==> src/adcs_pkg.sv <==
// Shared constants and types of the converter control block.
// Assumes a single 20 MHz clock and a 32-bit APB register port.
package adcs_pkg;

  // Channel and result geometry
  localparam int unsigned CH_COUNT     = 24;
  localparam int unsigned CH_W         = 5;
  localparam int unsigned RES_W        = 10;
  localparam int unsigned PAD_W        = 6;
  localparam int unsigned WORD_W       = 16;
  localparam int unsigned SCAN_LEN     = 4;
  localparam logic [4:0]  CH_TOP       = 5'h17;
  localparam logic [4:0]  SCAN_FIRST_MAX = 5'h14;
  localparam logic [1:0]  SCAN_LAST_IDX  = 2'h3;

  // Register byte offsets
  localparam logic [7:0] OFF_CTRL   = 8'h00;
  localparam logic [7:0] OFF_PINSEL = 8'h04;
  localparam logic [7:0] OFF_STATUS = 8'h08;
  localparam logic [7:0] OFF_RESULT = 8'h0C;

  // Control register fields
  localparam int unsigned CTRL_START_BIT = 0;
  localparam int unsigned CTRL_SCAN_BIT  = 1;
  localparam int unsigned CTRL_XFER_BIT  = 2;
  localparam int unsigned CTRL_CH_LSB    = 4;

  // Status register fields
  localparam int unsigned STAT_BUSY_BIT = 0;
  localparam int unsigned STAT_DONE_BIT = 1;
  localparam int unsigned STAT_OVR_BIT  = 2;
  localparam int unsigned STAT_CH_LSB   = 8;

  // Reset values
  localparam logic [4:0]  PINSEL_RST = 5'h00;
  localparam logic [4:0]  CH_RST     = 5'h00;
  localparam logic [15:0] RESULT_RST = 16'h0000;

  // Sequencer states
  typedef enum logic [1:0] {SEQ_IDLE, SEQ_ISSUE, SEQ_WAIT} adcs_seq_state_t;

endpackage

==> src/adcs_pin_map.sv <==
// Analog pin enable map built from the analog pin count.
// Assumes the count comes from a register in the same clock domain.
`timescale 1ns/1ps
module adcs_pin_map import adcs_pkg::*; (
  input  wire logic                clk,
  input  wire logic                rst,
  input  wire logic [CH_W-1:0]     analog_pin_select,
  output logic      [CH_COUNT-1:0] analog_en_q
);

  // Channels below the count are analog, one block from channel zero
  genvar g;
  generate
    for (g = 0; g < CH_COUNT; g++) begin : g_pin
      always_ff @(posedge clk or posedge rst) begin
        if (rst) begin
          analog_en_q[g] <= 1'b0;
        end else begin
          analog_en_q[g] <= (CH_W'(g) < analog_pin_select);
        end
      end
    end
  endgenerate

  a_pin_block: assert property (@(posedge clk) disable iff (rst)
    (analog_en_q[CH_COUNT-1:1] & ~analog_en_q[CH_COUNT-2:0]) == '0)
    else $error("analog pins not one block from channel zero");

endmodule

==> src/adcs_scan_seq.sv <==
// Channel sequencer: one channel or a scan of four in a row.
// Assumes the analog core answers each start with one done pulse.
`timescale 1ns/1ps
module adcs_scan_seq import adcs_pkg::*; (
  input  wire logic            clk,
  input  wire logic            rst,
  input  wire logic            go,
  input  wire logic            scan,
  input  wire logic [CH_W-1:0] first_ch,
  input  wire logic            conv_done,
  output logic                 start_q,
  output logic      [CH_W-1:0] chan_q,
  output logic                 busy_q
);

  adcs_seq_state_t state_q;
  logic [1:0]      idx_q;
  logic            scan_q;

  // Clamp start so the scan stays inside channels 0 to 23
  function automatic logic [CH_W-1:0] clamp_ch(input logic [CH_W-1:0] c,
                                               input logic            s);
    logic [CH_W-1:0] lim;
    lim = s ? SCAN_FIRST_MAX : CH_TOP;
    return (c > lim) ? lim : c;
  endfunction

  // Sequence state, channel and position in the scan
  always_ff @(posedge clk or posedge rst) begin
    if (rst) begin
      state_q <= SEQ_IDLE;
      idx_q   <= 2'h0;
      scan_q  <= 1'b0;
      chan_q  <= CH_RST;
      start_q <= 1'b0;
      busy_q  <= 1'b0;
    end else begin
      start_q <= 1'b0;
      unique case (state_q)
        SEQ_IDLE: begin
          if (go) begin
            chan_q  <= clamp_ch(first_ch, scan);
            scan_q  <= scan;
            idx_q   <= 2'h0;
            busy_q  <= 1'b1;
            state_q <= SEQ_ISSUE;
          end
        end
        SEQ_ISSUE: begin
          start_q <= 1'b1;
          state_q <= SEQ_WAIT;
        end
        SEQ_WAIT: begin
          if (conv_done) begin
            if (scan_q && idx_q != SCAN_LAST_IDX) begin
              chan_q  <= chan_q + 5'h01;
              idx_q   <= idx_q + 2'h1;
              state_q <= SEQ_ISSUE;
            end else begin
              busy_q  <= 1'b0;
              state_q <= SEQ_IDLE;
            end
          end
        end
      endcase
    end
  end

  a_scan_next: assert property (@(posedge clk) disable iff (rst)
    (state_q == SEQ_WAIT && conv_done && scan_q && idx_q != SCAN_LAST_IDX)
      |=> (chan_q == $past(chan_q) + 5'h01) ##1 start_q)
    else $error("scan did not move to the next channel");

  a_scan_range: assert property (@(posedge clk) disable iff (rst)
    start_q |-> chan_q <= CH_TOP)
    else $error("conversion started outside channels 0 to 23");

endmodule

==> src/adcs_top.sv <==
// Converter control: APB registers, pin map, sequencing, result word,
// completion events and transfer controller handshake.
// Assumes an analog core that converts the selected channel and
// returns ten bits with a one-cycle done pulse.
//
// Implementation choices: the address map and register access over APB.
`timescale 1ns/1ps
// What this block does
// Analog channels form one block from zero
// Result sits left-justified, low six bits zero
// Scan converts four consecutive channels 0 to 23
// Reader fetches each result before the next; an unfetched result is overwritten and sets the overrun flag
// Transfer controller may copy each result
// Completion event after every channel result
module adcs_top import adcs_pkg::*; (
  input  wire logic                clk,
  input  wire logic                rst,
  input  wire logic                psel,
  input  wire logic                penable,
  input  wire logic                pwrite,
  input  wire logic [7:0]          paddr,
  input  wire logic [31:0]         pwdata,
  output logic      [31:0]         prdata_q,
  output logic                     pready_q,
  output logic                     pslverr_q,
  output logic      [CH_COUNT-1:0] analog_en_q,
  output logic                     conv_start_q,
  output logic      [CH_W-1:0]     conv_chan_q,
  input  wire logic                conv_done,
  input  wire logic [RES_W-1:0]    conv_data,
  output logic                     conv_event_q,
  output logic                     xfer_req_q,
  output logic      [WORD_W-1:0]   xfer_data_q,
  input  wire logic                xfer_ack
);

  // Register state
  logic              scan_q;
  logic              xfer_en_q;
  logic [CH_W-1:0]   first_ch_q;
  logic [CH_W-1:0]   analog_pin_select;
  logic [WORD_W-1:0] conversion_result_word;
  logic              done_q;
  logic              ovr_q;
  logic              go_q;

  // Sequencer outputs
  logic              seq_start;
  logic [CH_W-1:0]   seq_chan;
  logic              seq_busy;

  // Bus decode
  logic              setup;
  logic              access;
  logic              wr_acc;
  logic              rd_acc;
  logic              result_read;
  logic              status_clr;
  logic              flag_clear;

  // Address match used by read mux, write and side effects
  function automatic logic reg_hit(input logic [7:0] a, input logic [7:0] off);
    return a == off;
  endfunction

  // Left-justify a raw sample into the 16-bit word
  function automatic logic [WORD_W-1:0] justify(input logic [RES_W-1:0] d);
    return {d, {PAD_W{1'b0}}};
  endfunction

  // Known register offsets
  function automatic logic mapped(input logic [7:0] a);
    return reg_hit(a, OFF_CTRL) || reg_hit(a, OFF_PINSEL) ||
           reg_hit(a, OFF_STATUS) || reg_hit(a, OFF_RESULT);
  endfunction

  // Transfer phases; access completes in the cycle pready is high
  assign setup       = psel && !penable;
  assign access      = psel && penable && pready_q;
  assign wr_acc      = access && pwrite;
  assign rd_acc      = access && !pwrite;
  assign result_read = rd_acc && reg_hit(paddr, OFF_RESULT);
  assign status_clr  = wr_acc && reg_hit(paddr, OFF_STATUS) && pwdata[STAT_DONE_BIT];
  assign flag_clear  = result_read || status_clr || (xfer_req_q && xfer_ack);

  // Ready: one wait-free access cycle after every setup
  always_ff @(posedge clk or posedge rst) begin
    if (rst) begin
      pready_q <= 1'b0;
    end else begin
      pready_q <= setup;
    end
  end

  // Error answer for unmapped offsets, raised with ready
  always_ff @(posedge clk or posedge rst) begin
    if (rst) begin
      pslverr_q <= 1'b0;
    end else begin
      pslverr_q <= setup && !mapped(paddr);
    end
  end

  // Read data captured in the setup cycle
  always_ff @(posedge clk or posedge rst) begin
    if (rst) begin
      prdata_q <= 32'h0000_0000;
    end else if (setup && !pwrite) begin
      prdata_q <= 32'h0000_0000;
      if (reg_hit(paddr, OFF_CTRL)) begin
        prdata_q[CTRL_SCAN_BIT]                <= scan_q;
        prdata_q[CTRL_XFER_BIT]                <= xfer_en_q;
        prdata_q[CTRL_CH_LSB +: CH_W]          <= first_ch_q;
      end else if (reg_hit(paddr, OFF_PINSEL)) begin
        prdata_q[CH_W-1:0]                     <= analog_pin_select;
      end else if (reg_hit(paddr, OFF_STATUS)) begin
        prdata_q[STAT_BUSY_BIT]                <= seq_busy;
        prdata_q[STAT_DONE_BIT]                <= done_q;
        prdata_q[STAT_OVR_BIT]                 <= ovr_q;
        prdata_q[STAT_CH_LSB +: CH_W]          <= seq_chan;
      end else if (reg_hit(paddr, OFF_RESULT)) begin
        prdata_q[WORD_W-1:0]                   <= conversion_result_word;
      end
    end
  end

  // Control register: mode, transfer enable, first channel
  always_ff @(posedge clk or posedge rst) begin
    if (rst) begin
      scan_q     <= 1'b0;
      xfer_en_q  <= 1'b0;
      first_ch_q <= CH_RST;
    end else if (wr_acc && reg_hit(paddr, OFF_CTRL)) begin
      scan_q     <= pwdata[CTRL_SCAN_BIT];
      xfer_en_q  <= pwdata[CTRL_XFER_BIT];
      first_ch_q <= pwdata[CTRL_CH_LSB +: CH_W];
    end
  end

  // Start is a write-one pulse, ignored while busy
  always_ff @(posedge clk or posedge rst) begin
    if (rst) begin
      go_q <= 1'b0;
    end else begin
      go_q <= wr_acc && reg_hit(paddr, OFF_CTRL) && pwdata[CTRL_START_BIT] && !seq_busy;
    end
  end

  // Analog pin count; values above 24 make every channel analog
  always_ff @(posedge clk or posedge rst) begin
    if (rst) begin
      analog_pin_select <= PINSEL_RST;
    end else if (wr_acc && reg_hit(paddr, OFF_PINSEL)) begin
      analog_pin_select <= (pwdata[CH_W-1:0] > CH_W'(CH_COUNT)) ? CH_W'(CH_COUNT) :
                                                                  pwdata[CH_W-1:0];
    end
  end

  // Contiguous analog enable map
  adcs_pin_map u_pin_map (
    .clk               (clk),
    .rst               (rst),
    .analog_pin_select (analog_pin_select),
    .analog_en_q       (analog_en_q)
  );

  // Channel sequencer
  adcs_scan_seq u_seq (
    .clk       (clk),
    .rst       (rst),
    .go        (go_q),
    .scan      (scan_q),
    .first_ch  (first_ch_q),
    .conv_done (conv_done),
    .start_q   (seq_start),
    .chan_q    (seq_chan),
    .busy_q    (seq_busy)
  );

  // Start and channel to the analog core
  always_ff @(posedge clk or posedge rst) begin
    if (rst) begin
      conv_start_q <= 1'b0;
      conv_chan_q  <= CH_RST;
    end else begin
      conv_start_q <= seq_start;
      conv_chan_q  <= seq_chan;
    end
  end

  // Single result word, overwritten by every conversion
  always_ff @(posedge clk or posedge rst) begin
    if (rst) begin
      conversion_result_word <= RESULT_RST;
    end else if (conv_done && seq_busy) begin
      conversion_result_word <= justify(conv_data);
    end
  end

  // Completion pulse after each channel result lands
  always_ff @(posedge clk or posedge rst) begin
    if (rst) begin
      conv_event_q <= 1'b0;
    end else begin
      conv_event_q <= conv_done && seq_busy;
    end
  end

  // Done flag: a new result wins over a clear in the same cycle
  always_ff @(posedge clk or posedge rst) begin
    if (rst) begin
      done_q <= 1'b0;
    end else if (conv_event_q) begin
      done_q <= 1'b1;
    end else if (flag_clear) begin
      done_q <= 1'b0;
    end
  end

  // Overrun: a result landed before the previous one was fetched
  always_ff @(posedge clk or posedge rst) begin
    if (rst) begin
      ovr_q <= 1'b0;
    end else if (conv_event_q && done_q && !flag_clear) begin
      ovr_q <= 1'b1;
    end else if (wr_acc && reg_hit(paddr, OFF_STATUS) && pwdata[STAT_OVR_BIT]) begin
      ovr_q <= 1'b0;
    end
  end

  // Transfer controller request held until acknowledged
  always_ff @(posedge clk or posedge rst) begin
    if (rst) begin
      xfer_req_q <= 1'b0;
    end else if (conv_event_q && xfer_en_q) begin
      xfer_req_q <= 1'b1;
    end else if (xfer_ack) begin
      xfer_req_q <= 1'b0;
    end
  end

  // Word presented to the transfer controller
  always_ff @(posedge clk or posedge rst) begin
    if (rst) begin
      xfer_data_q <= RESULT_RST;
    end else if (conv_event_q) begin
      xfer_data_q <= conversion_result_word;
    end
  end

  a_result_left: assert property (@(posedge clk) disable iff (rst)
    (conv_done && seq_busy) |=> conversion_result_word == {$past(conv_data), 6'h00})
    else $error("result word not left-justified sample");

  a_result_pad: assert property (@(posedge clk) disable iff (rst)
    conversion_result_word[PAD_W-1:0] == 6'h00)
    else $error("low result bits not zero");

  a_event_after: assert property (@(posedge clk) disable iff (rst)
    (conv_done && seq_busy) |=> conv_event_q ##1 done_q)
    else $error("no completion event after a result");

  a_xfer_copy: assert property (@(posedge clk) disable iff (rst)
    (conv_event_q && xfer_en_q) |=> xfer_req_q && xfer_data_q == conversion_result_word)
    else $error("transfer request missing or wrong data");

  a_xfer_hold: assert property (@(posedge clk) disable iff (rst)
    (xfer_req_q && !xfer_ack && !conv_event_q) |=> xfer_req_q && $stable(xfer_data_q))
    else $error("transfer request dropped before acknowledge");

  a_overrun_flag: assert property (@(posedge clk) disable iff (rst)
    (conv_event_q && done_q && !flag_clear) |=> ovr_q)
    else $error("unfetched result did not raise overrun");

  a_en_map: assert property (@(posedge clk) disable iff (rst)
    1'b1 |=> analog_en_q == (CH_COUNT'(1) << $past(analog_pin_select)) - CH_COUNT'(1))
    else $error("analog enable map not a block below the count");

  a_start_pulse: assert property (@(posedge clk) disable iff (rst)
    conv_start_q |=> !conv_start_q)
    else $error("conversion start longer than one cycle");

  a_chan_hold: assert property (@(posedge clk) disable iff (rst)
    (seq_busy && !conv_done) |=> $stable(seq_chan))
    else $error("channel moved while a conversion was pending");

  a_result_hold: assert property (@(posedge clk) disable iff (rst)
    !(conv_done && seq_busy) |=> $stable(conversion_result_word))
    else $error("result word changed without a conversion");

  a_done_clear: assert property (@(posedge clk) disable iff (rst)
    (result_read && !conv_event_q) |=> !done_q)
    else $error("result fetch did not clear the done flag");

  a_ovr_sticky: assert property (@(posedge clk) disable iff (rst)
    (ovr_q && !(wr_acc && reg_hit(paddr, OFF_STATUS) && pwdata[STAT_OVR_BIT])) |=> ovr_q)
    else $error("overrun flag lost without a clear");

  a_xfer_drop: assert property (@(posedge clk) disable iff (rst)
    (xfer_req_q && xfer_ack && !(conv_event_q && xfer_en_q)) |=> !xfer_req_q)
    else $error("transfer request kept after acknowledge");

  a_done_hold: assert property (@(posedge clk) disable iff (rst)
    (done_q && !flag_clear) |=> done_q)
    else $error("done flag lost without a clear");

endmodule

==> config.mk <==
export PLATFORM = sky130hd
export DESIGN_NAME = adcs_top
export DESIGN_NICKNAME = d
export VERILOG_FILES = /design/src/adcs_pkg.sv /design/src/adcs_pin_map.sv /design/src/adcs_scan_seq.sv /design/src/adcs_top.sv
export SDC_FILE = /design/constraint.sdc
export NUM_CORES = 1
export LEC_CHECK = 0
export CAP_MARGIN = 20
export CORE_AREA = 2 2 87 89
export CTS_CLUSTER_SIZE = 28
export DETAILED_ROUTE_END_ITERATION = 16
export DIE_AREA = 0 0 89 91
export DONT_BUFFER_PORTS = 1
export PLACE_DENSITY = 0.83
export SYNTH_ARGS = -nofsm -noshare
export SYNTH_HDL_FRONTEND = slang
export SYNTH_HIERARCHICAL = 1
export SYNTH_SLANG_ARGS = --single-unit
==> constraint.sdc <==
create_clock -name clk -period 2.5 [get_ports clk]
set_input_delay 0.375 -clock clk [delete_from_list [all_inputs] [get_ports clk]]
set_output_delay 0.375 -clock clk [all_outputs]
set_load 0.05 [all_outputs]
Word-level counts from Yosys, hierarchy flattened
Cells that the tools add are included.
{ "classes": {"n_eq_ne": 10, "n_lt_le_gt_ge": 26, "n_reduce_logical": 41, "n_addsub": 2, "mux": 38} }
{ "ops": {"columns": ["operator", "n"], "rows": [
  ["5-bit 2-to-1 mux", 9],
  ["4-bit by 5-bit less-than comparator with 1-bit output, first input constant", 8],
  ["5-bit less-than comparator, first input constant", 8],
  ["1-bit logical AND", 21],
  ["3-bit by 5-bit less-than comparator with 1-bit output, first input constant", 4],
  ["8-bit by 4-bit equality test with 1-bit output, second input constant", 2],
  ["16-bit 2-to-1 mux", 1],
  ["2-bit 2-to-1 mux", 7],
  ["1-bit 2-to-1 mux", 13],
  ["11-bit 2-to-1 mux", 1],
  ["1-bit by 5-bit less-than comparator with 1-bit output, first input constant", 2],
  ["2-bit by 5-bit less-than comparator with 1-bit output, first input constant", 2],
  ["5-bit case mux with 2 select lines", 1],
  ["8-bit by 3-bit equality test with 1-bit output, second input constant", 1],
  ["8-bit zero test", 1],
  ["2-bit inequality test, second input constant", 4],
  ["4-bit AND reduction", 2],
  ["2-bit nonzero test", 4],
  ["7-bit 2-to-1 mux", 1],
  ["3-bit 2-to-1 mux", 2],
  ["2-bit case mux with 3 select lines", 1],
  ["5-bit by 1-bit adder with 5-bit output, second input constant", 1],
  ["5-bit > comparator", 1],
  ["5-bit > comparator, second input constant", 1],
  ["10 further kinds", 19]
]} }
{ "totals": {"output_inout_bits": 82, "reg_bits": 97, "inputBits": 57, "wordCells": 163} }

Longest topological paths before layout
{ "depth": {"word_depth": 10, "depth_mapped": 6, "mapped_depth_nobuf": 6} }

Hierarchy
Netlist, hierarchy kept.
{ "by_module_without_submodules": {"columns": ["module", "cells_per_inst", "area_each_um2", "seq_area_each_um2", "instances"], "rows": [
  ["adcs_top", 214, 2612.5, 1526.5, 1],
  ["adcs_pin_map", 68, 840.8, 600.6, 1],
  ["adcs_scan_seq", 81, 730.7, 300.3, 1]
]} }

Least setup slack after synthesis
OpenSTA, ideal clock, no wires.
{ "synth_timing": {"path_kind": "flip-flop to flip-flop", "from": "register scan_q (netlist name)", "to": "register u_seq.chan_q[1]", "slack_ns": 0.755, "setup_time_ns": 0.122, "arrival_time_ns": 1.623, "path_stages_with_launch": 6, "path_buffers": 0, "synth_period_minus_slack_ns": 1.745, "t_required_ns": 2.378, "cell_sequence": "dfrtp_1 ha_1 nor2b_1 o2111ai_1 mux2_4 a32o_1"} }
{ "synth_rtl": {"columns": ["item", "line", "source"], "rows": [
  ["to (signal assigned)", "adcs_scan_seq.sv:42", "chan_q <= clamp_ch(first_ch, scan);"],
  ["to (signal assigned)", "adcs_scan_seq.sv:56", "chan_q <= chan_q + 5'h01;"],
  ["to (decl)", "adcs_scan_seq.sv:12", "output logic [CH_W-1:0] chan_q,"]
]} }

==> impl_metrics.json <==
{
  "ys_seq_elements": 97,
  "synth_async_sr_flop_share_pct": 100.0,
  "synth_compound_gate_area_share_pct": 10.44,
  "drive_gt1_share_pct": 16.67,
  "drt-total-wl_um": 8194,
  "post-synth-top-area-cell": "sky130_fd_sc_hd__dfrtp_1",
  "cp_top_family": "compound AO/OA/AOI/OAI gates",
  "number_of_antenna_violations_at_the_first_check_in_global_routing": 0,
  "p_int_w": 0.002404,
  "antenna_left": 0,
  "cts_htree_levels": 3,
  "clkLatencyLatePin_ps": 350,
  "final_cell_mix": "sky130_fd_sc_hd__dfrtp_1 (97), sky130_fd_sc_hd__nand2_1 (47), sky130_fd_sc_hd__mux2_2 (31)",
  "drt-pass1-iter-count": 4,
  "hold-worst-slack_ps": 68.52,
  "multiplexer_share_of_the_synthesized_area_pct": 9.898,
  "grt_max_degree": 62,
  "path_class": "reg2reg",
  "dominant_combinational_cell_family_by_area_after_synthesis": "simple AND/OR/NAND/NOR gates",
  "antenna-diode-count": 0,
  "power_density_nw_per_um2": 809.3,
  "hold_path.class": "in2async",
  "end_kind": "flip-flop",
  "critical_path_required_ps": 2750,
  "die_w_um": 89,
  "layout.cells.most_common": "sky130_fd_sc_hd__dfrtp_1",
  "slowest_stage": "sky130_fd_sc_hd__dfrtp_1",
  "routed-via-count": 2684,
  "setup-violations-final": 0,
  "cts_max_path_buffers": 2,
  "final_hold_viol_count": 0,
  "fp.dieArea_um2": 8099,
  "netlist.area_leader.share_pct": 58.01,
  "tritoncts": "yes",
  "number_of_clock_buffers_inserted_by_tritoncts": 9,
  "cts_root_buffer": "sky130_fd_sc_hd__clkbuf_8",
  "number_of_drc_violations_after_detailed_routing": 0,
  "globalplace.congestion": 0.8296,
  "yosysSeqAreaShare_pct": 58.01,
  "routed_wire_length_per_instance_um": 17.62,
  "cp_cell_sequence": "ha_1, nor2b_1, o2111ai_1, mux2_4, a32o_1",
  "cpPeakStageDelay_ps": 440,
  "slew_viol_final": 0,
  "min_period_over_period_pct": 75.36,
  "fmax_mhz": 530.8,
  "max_slew.worst_pin.slew_ps": 937.5,
  "crit_path_start_kind": "flip-flop",
  "timing.critical_path.buf_inv": 0,
  "synth_xor_xnor_area_share_pct": 0,
  "timing.max_cap.violations": 0,
  "power.share.sequential_pct": 60.4,
  "start_util_pct": 58.63,
  "grt_remaining_overflow": 0,
  "areaGrowthSynthToFinish_pct": 4.845,
  "grt_first_pass_wirelength_um": 13170,
  "floorplan.io_pins": 139,
  "nets": 423,
  "max-slew-margin-rel_pct": 37.50,
  "outcome": "complete, no violations",
  "share_clk_of_total_power_pct": 30.9,
  "grt_pass1_vias": 2675,
  "combPwrFrac_pct": 8.7,
  "post_drt_via_cell_ratio": 5.772,
  "globalRouteTotalUtil_pct": 21.00,
  "syn-instance-count": 363,
  "vdd_ir_drop_max_mv": 0.7104,
  "fin_skew_ps": 12.09,
  "dp_hpwl_um": 5860,
  "synth.top_cells.by_area": "sky130_fd_sc_hd__dfrtp_1 (58%), sky130_fd_sc_hd__mux2_2 (8.3%), sky130_fd_sc_hd__nand2_1 (4.2%)",
  "final_util_pct": 61.47,
  "yosys.area_share.adder_pct": 1.196,
  "timing.critical_path.fanout_max": 5,
  "cp_data_arrival_time_ps": 2140,
  "synth_area_um2": 4184,
  "fp.dieH_um": 91,
  "post-cts-setup-buffer-count": 0,
  "clk_pin_slew_ps": 90,
  "power_leakage_nw": 2.158,
  "rsz0062_at_grt": "no",
  "fin_setup_tns_ps": 0,
  "fp-row-count": 31,
  "synth_enable_flop_cells": 0,
  "worst_r2r_startpoint": "scan_q$_DFFE_PP0N_",
  "yosys_warnings": 6,
  "core_area_um2": 7137,
  "port_buffer_count": 0,
  "synthSimpleGateAreaFrac_pct": 12.95,
  "final.min_clock_period_ps": 1884,
  "power.net_switching_w": 0.001146,
  "worst_setup_path_start": "scan_q$_DFFE_PP0N_",
  "numClockSinks": 97,
  "synth_top_flop_cell": "sky130_fd_sc_hd__dfrtp_1",
  "synth.avg_cell_area_um2": 11.53,
  "post_synth_num_cell_types": 53,
  "detail_route.iter0.violations": 142,
  "sw_frac_of_total_pct": 32.29
}
[power groups by stage]
stage	Combinational, W	Clock [W]	Sequential [W]
3_3_place_gp	0.000293	0	0.00217
3_5_place_dp	0.000311	0	0.00218
5_1_grt	0.000336	0.00119	0.00217
4_1_cts	0.000312	0.00112	0.00215
6_report	0.000308	0.00110	0.00215
2_1_floorplan	0.000307	0	0.00213
[per-stage QoR]
step / instances / power [W] / setup slack, ps / cell area (um^2)
after floorplan: 384 / 0.002439 / 612.0 / 4263
after global routing: 465 / 0.003694 / 555.0 / 4387
after global placement: 449 / 0.002461 / 652.8 / 4163
after detailed placement: 449 / 0.002490 / 591.7 / 4163
after CTS: 465 / 0.003580 / 632.1 / 4387
final: 465 / 0.003550 / 615.9 / 4387
[kinds of logic after synthesis]
| group | Yosys count |
|---|---|
| buffers and inverters | 54 |
| and+or+nand+nor | 104 |
| other | 1 |
| adders and majority gates | 4 |
| AOI/OAI and AO/OA | 66 |
| muxes | 37 |
| DFF | 97 |
[layout make-up]
cell class	instances	area, um^2
Timing Repair Buffer	4	32.53
Clock buffer	9	123.9
Fill cell	575	2750
Inverter	17	63.81
Clock inverter	6	90.09
Tap cell	99	123.9
Sequential cell	97	2427
Multi-Input combinational cell	233	1525
[registers in the layout (all words and copies together) (netlist names)]
signal and cells:
xfer_data_q 10, done_q 1, conversion_result_word 10, prdata_q 16, u_pin_map/analog_en_q 24, analog_pin_select 5
u_seq/busy_q 1, conv_start_q 1, go_q 1, u_seq/state_q 2, xfer_req_q 1, u_seq/chan_q 5
first_ch_q 5, scan_q 1, u_seq/scan_q 1, ovr_q 1, pready_q 1, u_seq/start_q 1
xfer_en_q 1, conv_chan_q 5, u_seq/idx_q 2, conv_event_q 1, pslverr_q 1
[path summary, 6_finish.rpt]
path                            cells past startpoint                                   to  slack [ps]
worst max register to register                      5          u_seq/chan_q[1]$_DFFE_PP0P_         620
worst max-delay path                                5          u_seq/chan_q[1]$_DFFE_PP0P_         620
max in group asynchronous                           2           u_seq/idx_q[0]$_DFFE_PP0P_        1680
worst min register to register                      0               conv_start_q$_DFF_PP0_         370
min in group clk                                    1         u_seq/state_q[1]$_DFFE_PP0P_         130
worst min-delay path                                1  u_pin_map/analog_en_q[11]$_DFF_PP0_          70
[cells in the mapped netlist, types with 4 or more instances]
cell type,number
sky130_fd_sc_hd__or3_1,4
sky130_fd_sc_hd__a22o_1,4
sky130_fd_sc_hd__buf_4,22
sky130_fd_sc_hd__a21oi_1,11
sky130_fd_sc_hd__nand2_1,47
sky130_fd_sc_hd__a21o_1,4
sky130_fd_sc_hd__ha_1,4
sky130_fd_sc_hd__clkbuf_1,9
sky130_fd_sc_hd__o21ai_0,23
sky130_fd_sc_hd__nand3_1,9
sky130_fd_sc_hd__dfrtp_1,97
sky130_fd_sc_hd__inv_1,17
sky130_fd_sc_hd__nor2b_1,5
sky130_fd_sc_hd__nor2_1,8
sky130_fd_sc_hd__mux2i_1,5
sky130_fd_sc_hd__nand2b_1,5
sky130_fd_sc_hd__mux2_2,31
sky130_fd_sc_hd__a32o_1,4
[per-layer routing]
metal	share of wire [%]	wire length (um)	global-route usage [%]
met5	0	0	0
met4	0.65	53	5.348
met3	9.0	735	7.727
met2	51	4161	34.39
met1	40	3244	26.26
[what timing repair did]
item | 4_1_cts | 5_1_grt
hold buffers | 1 | 0
hold endpoints to repair | 12 | 0
gates resized for setup | 0 | 0
No activity file was read; power rests on OpenSTA's default activity.
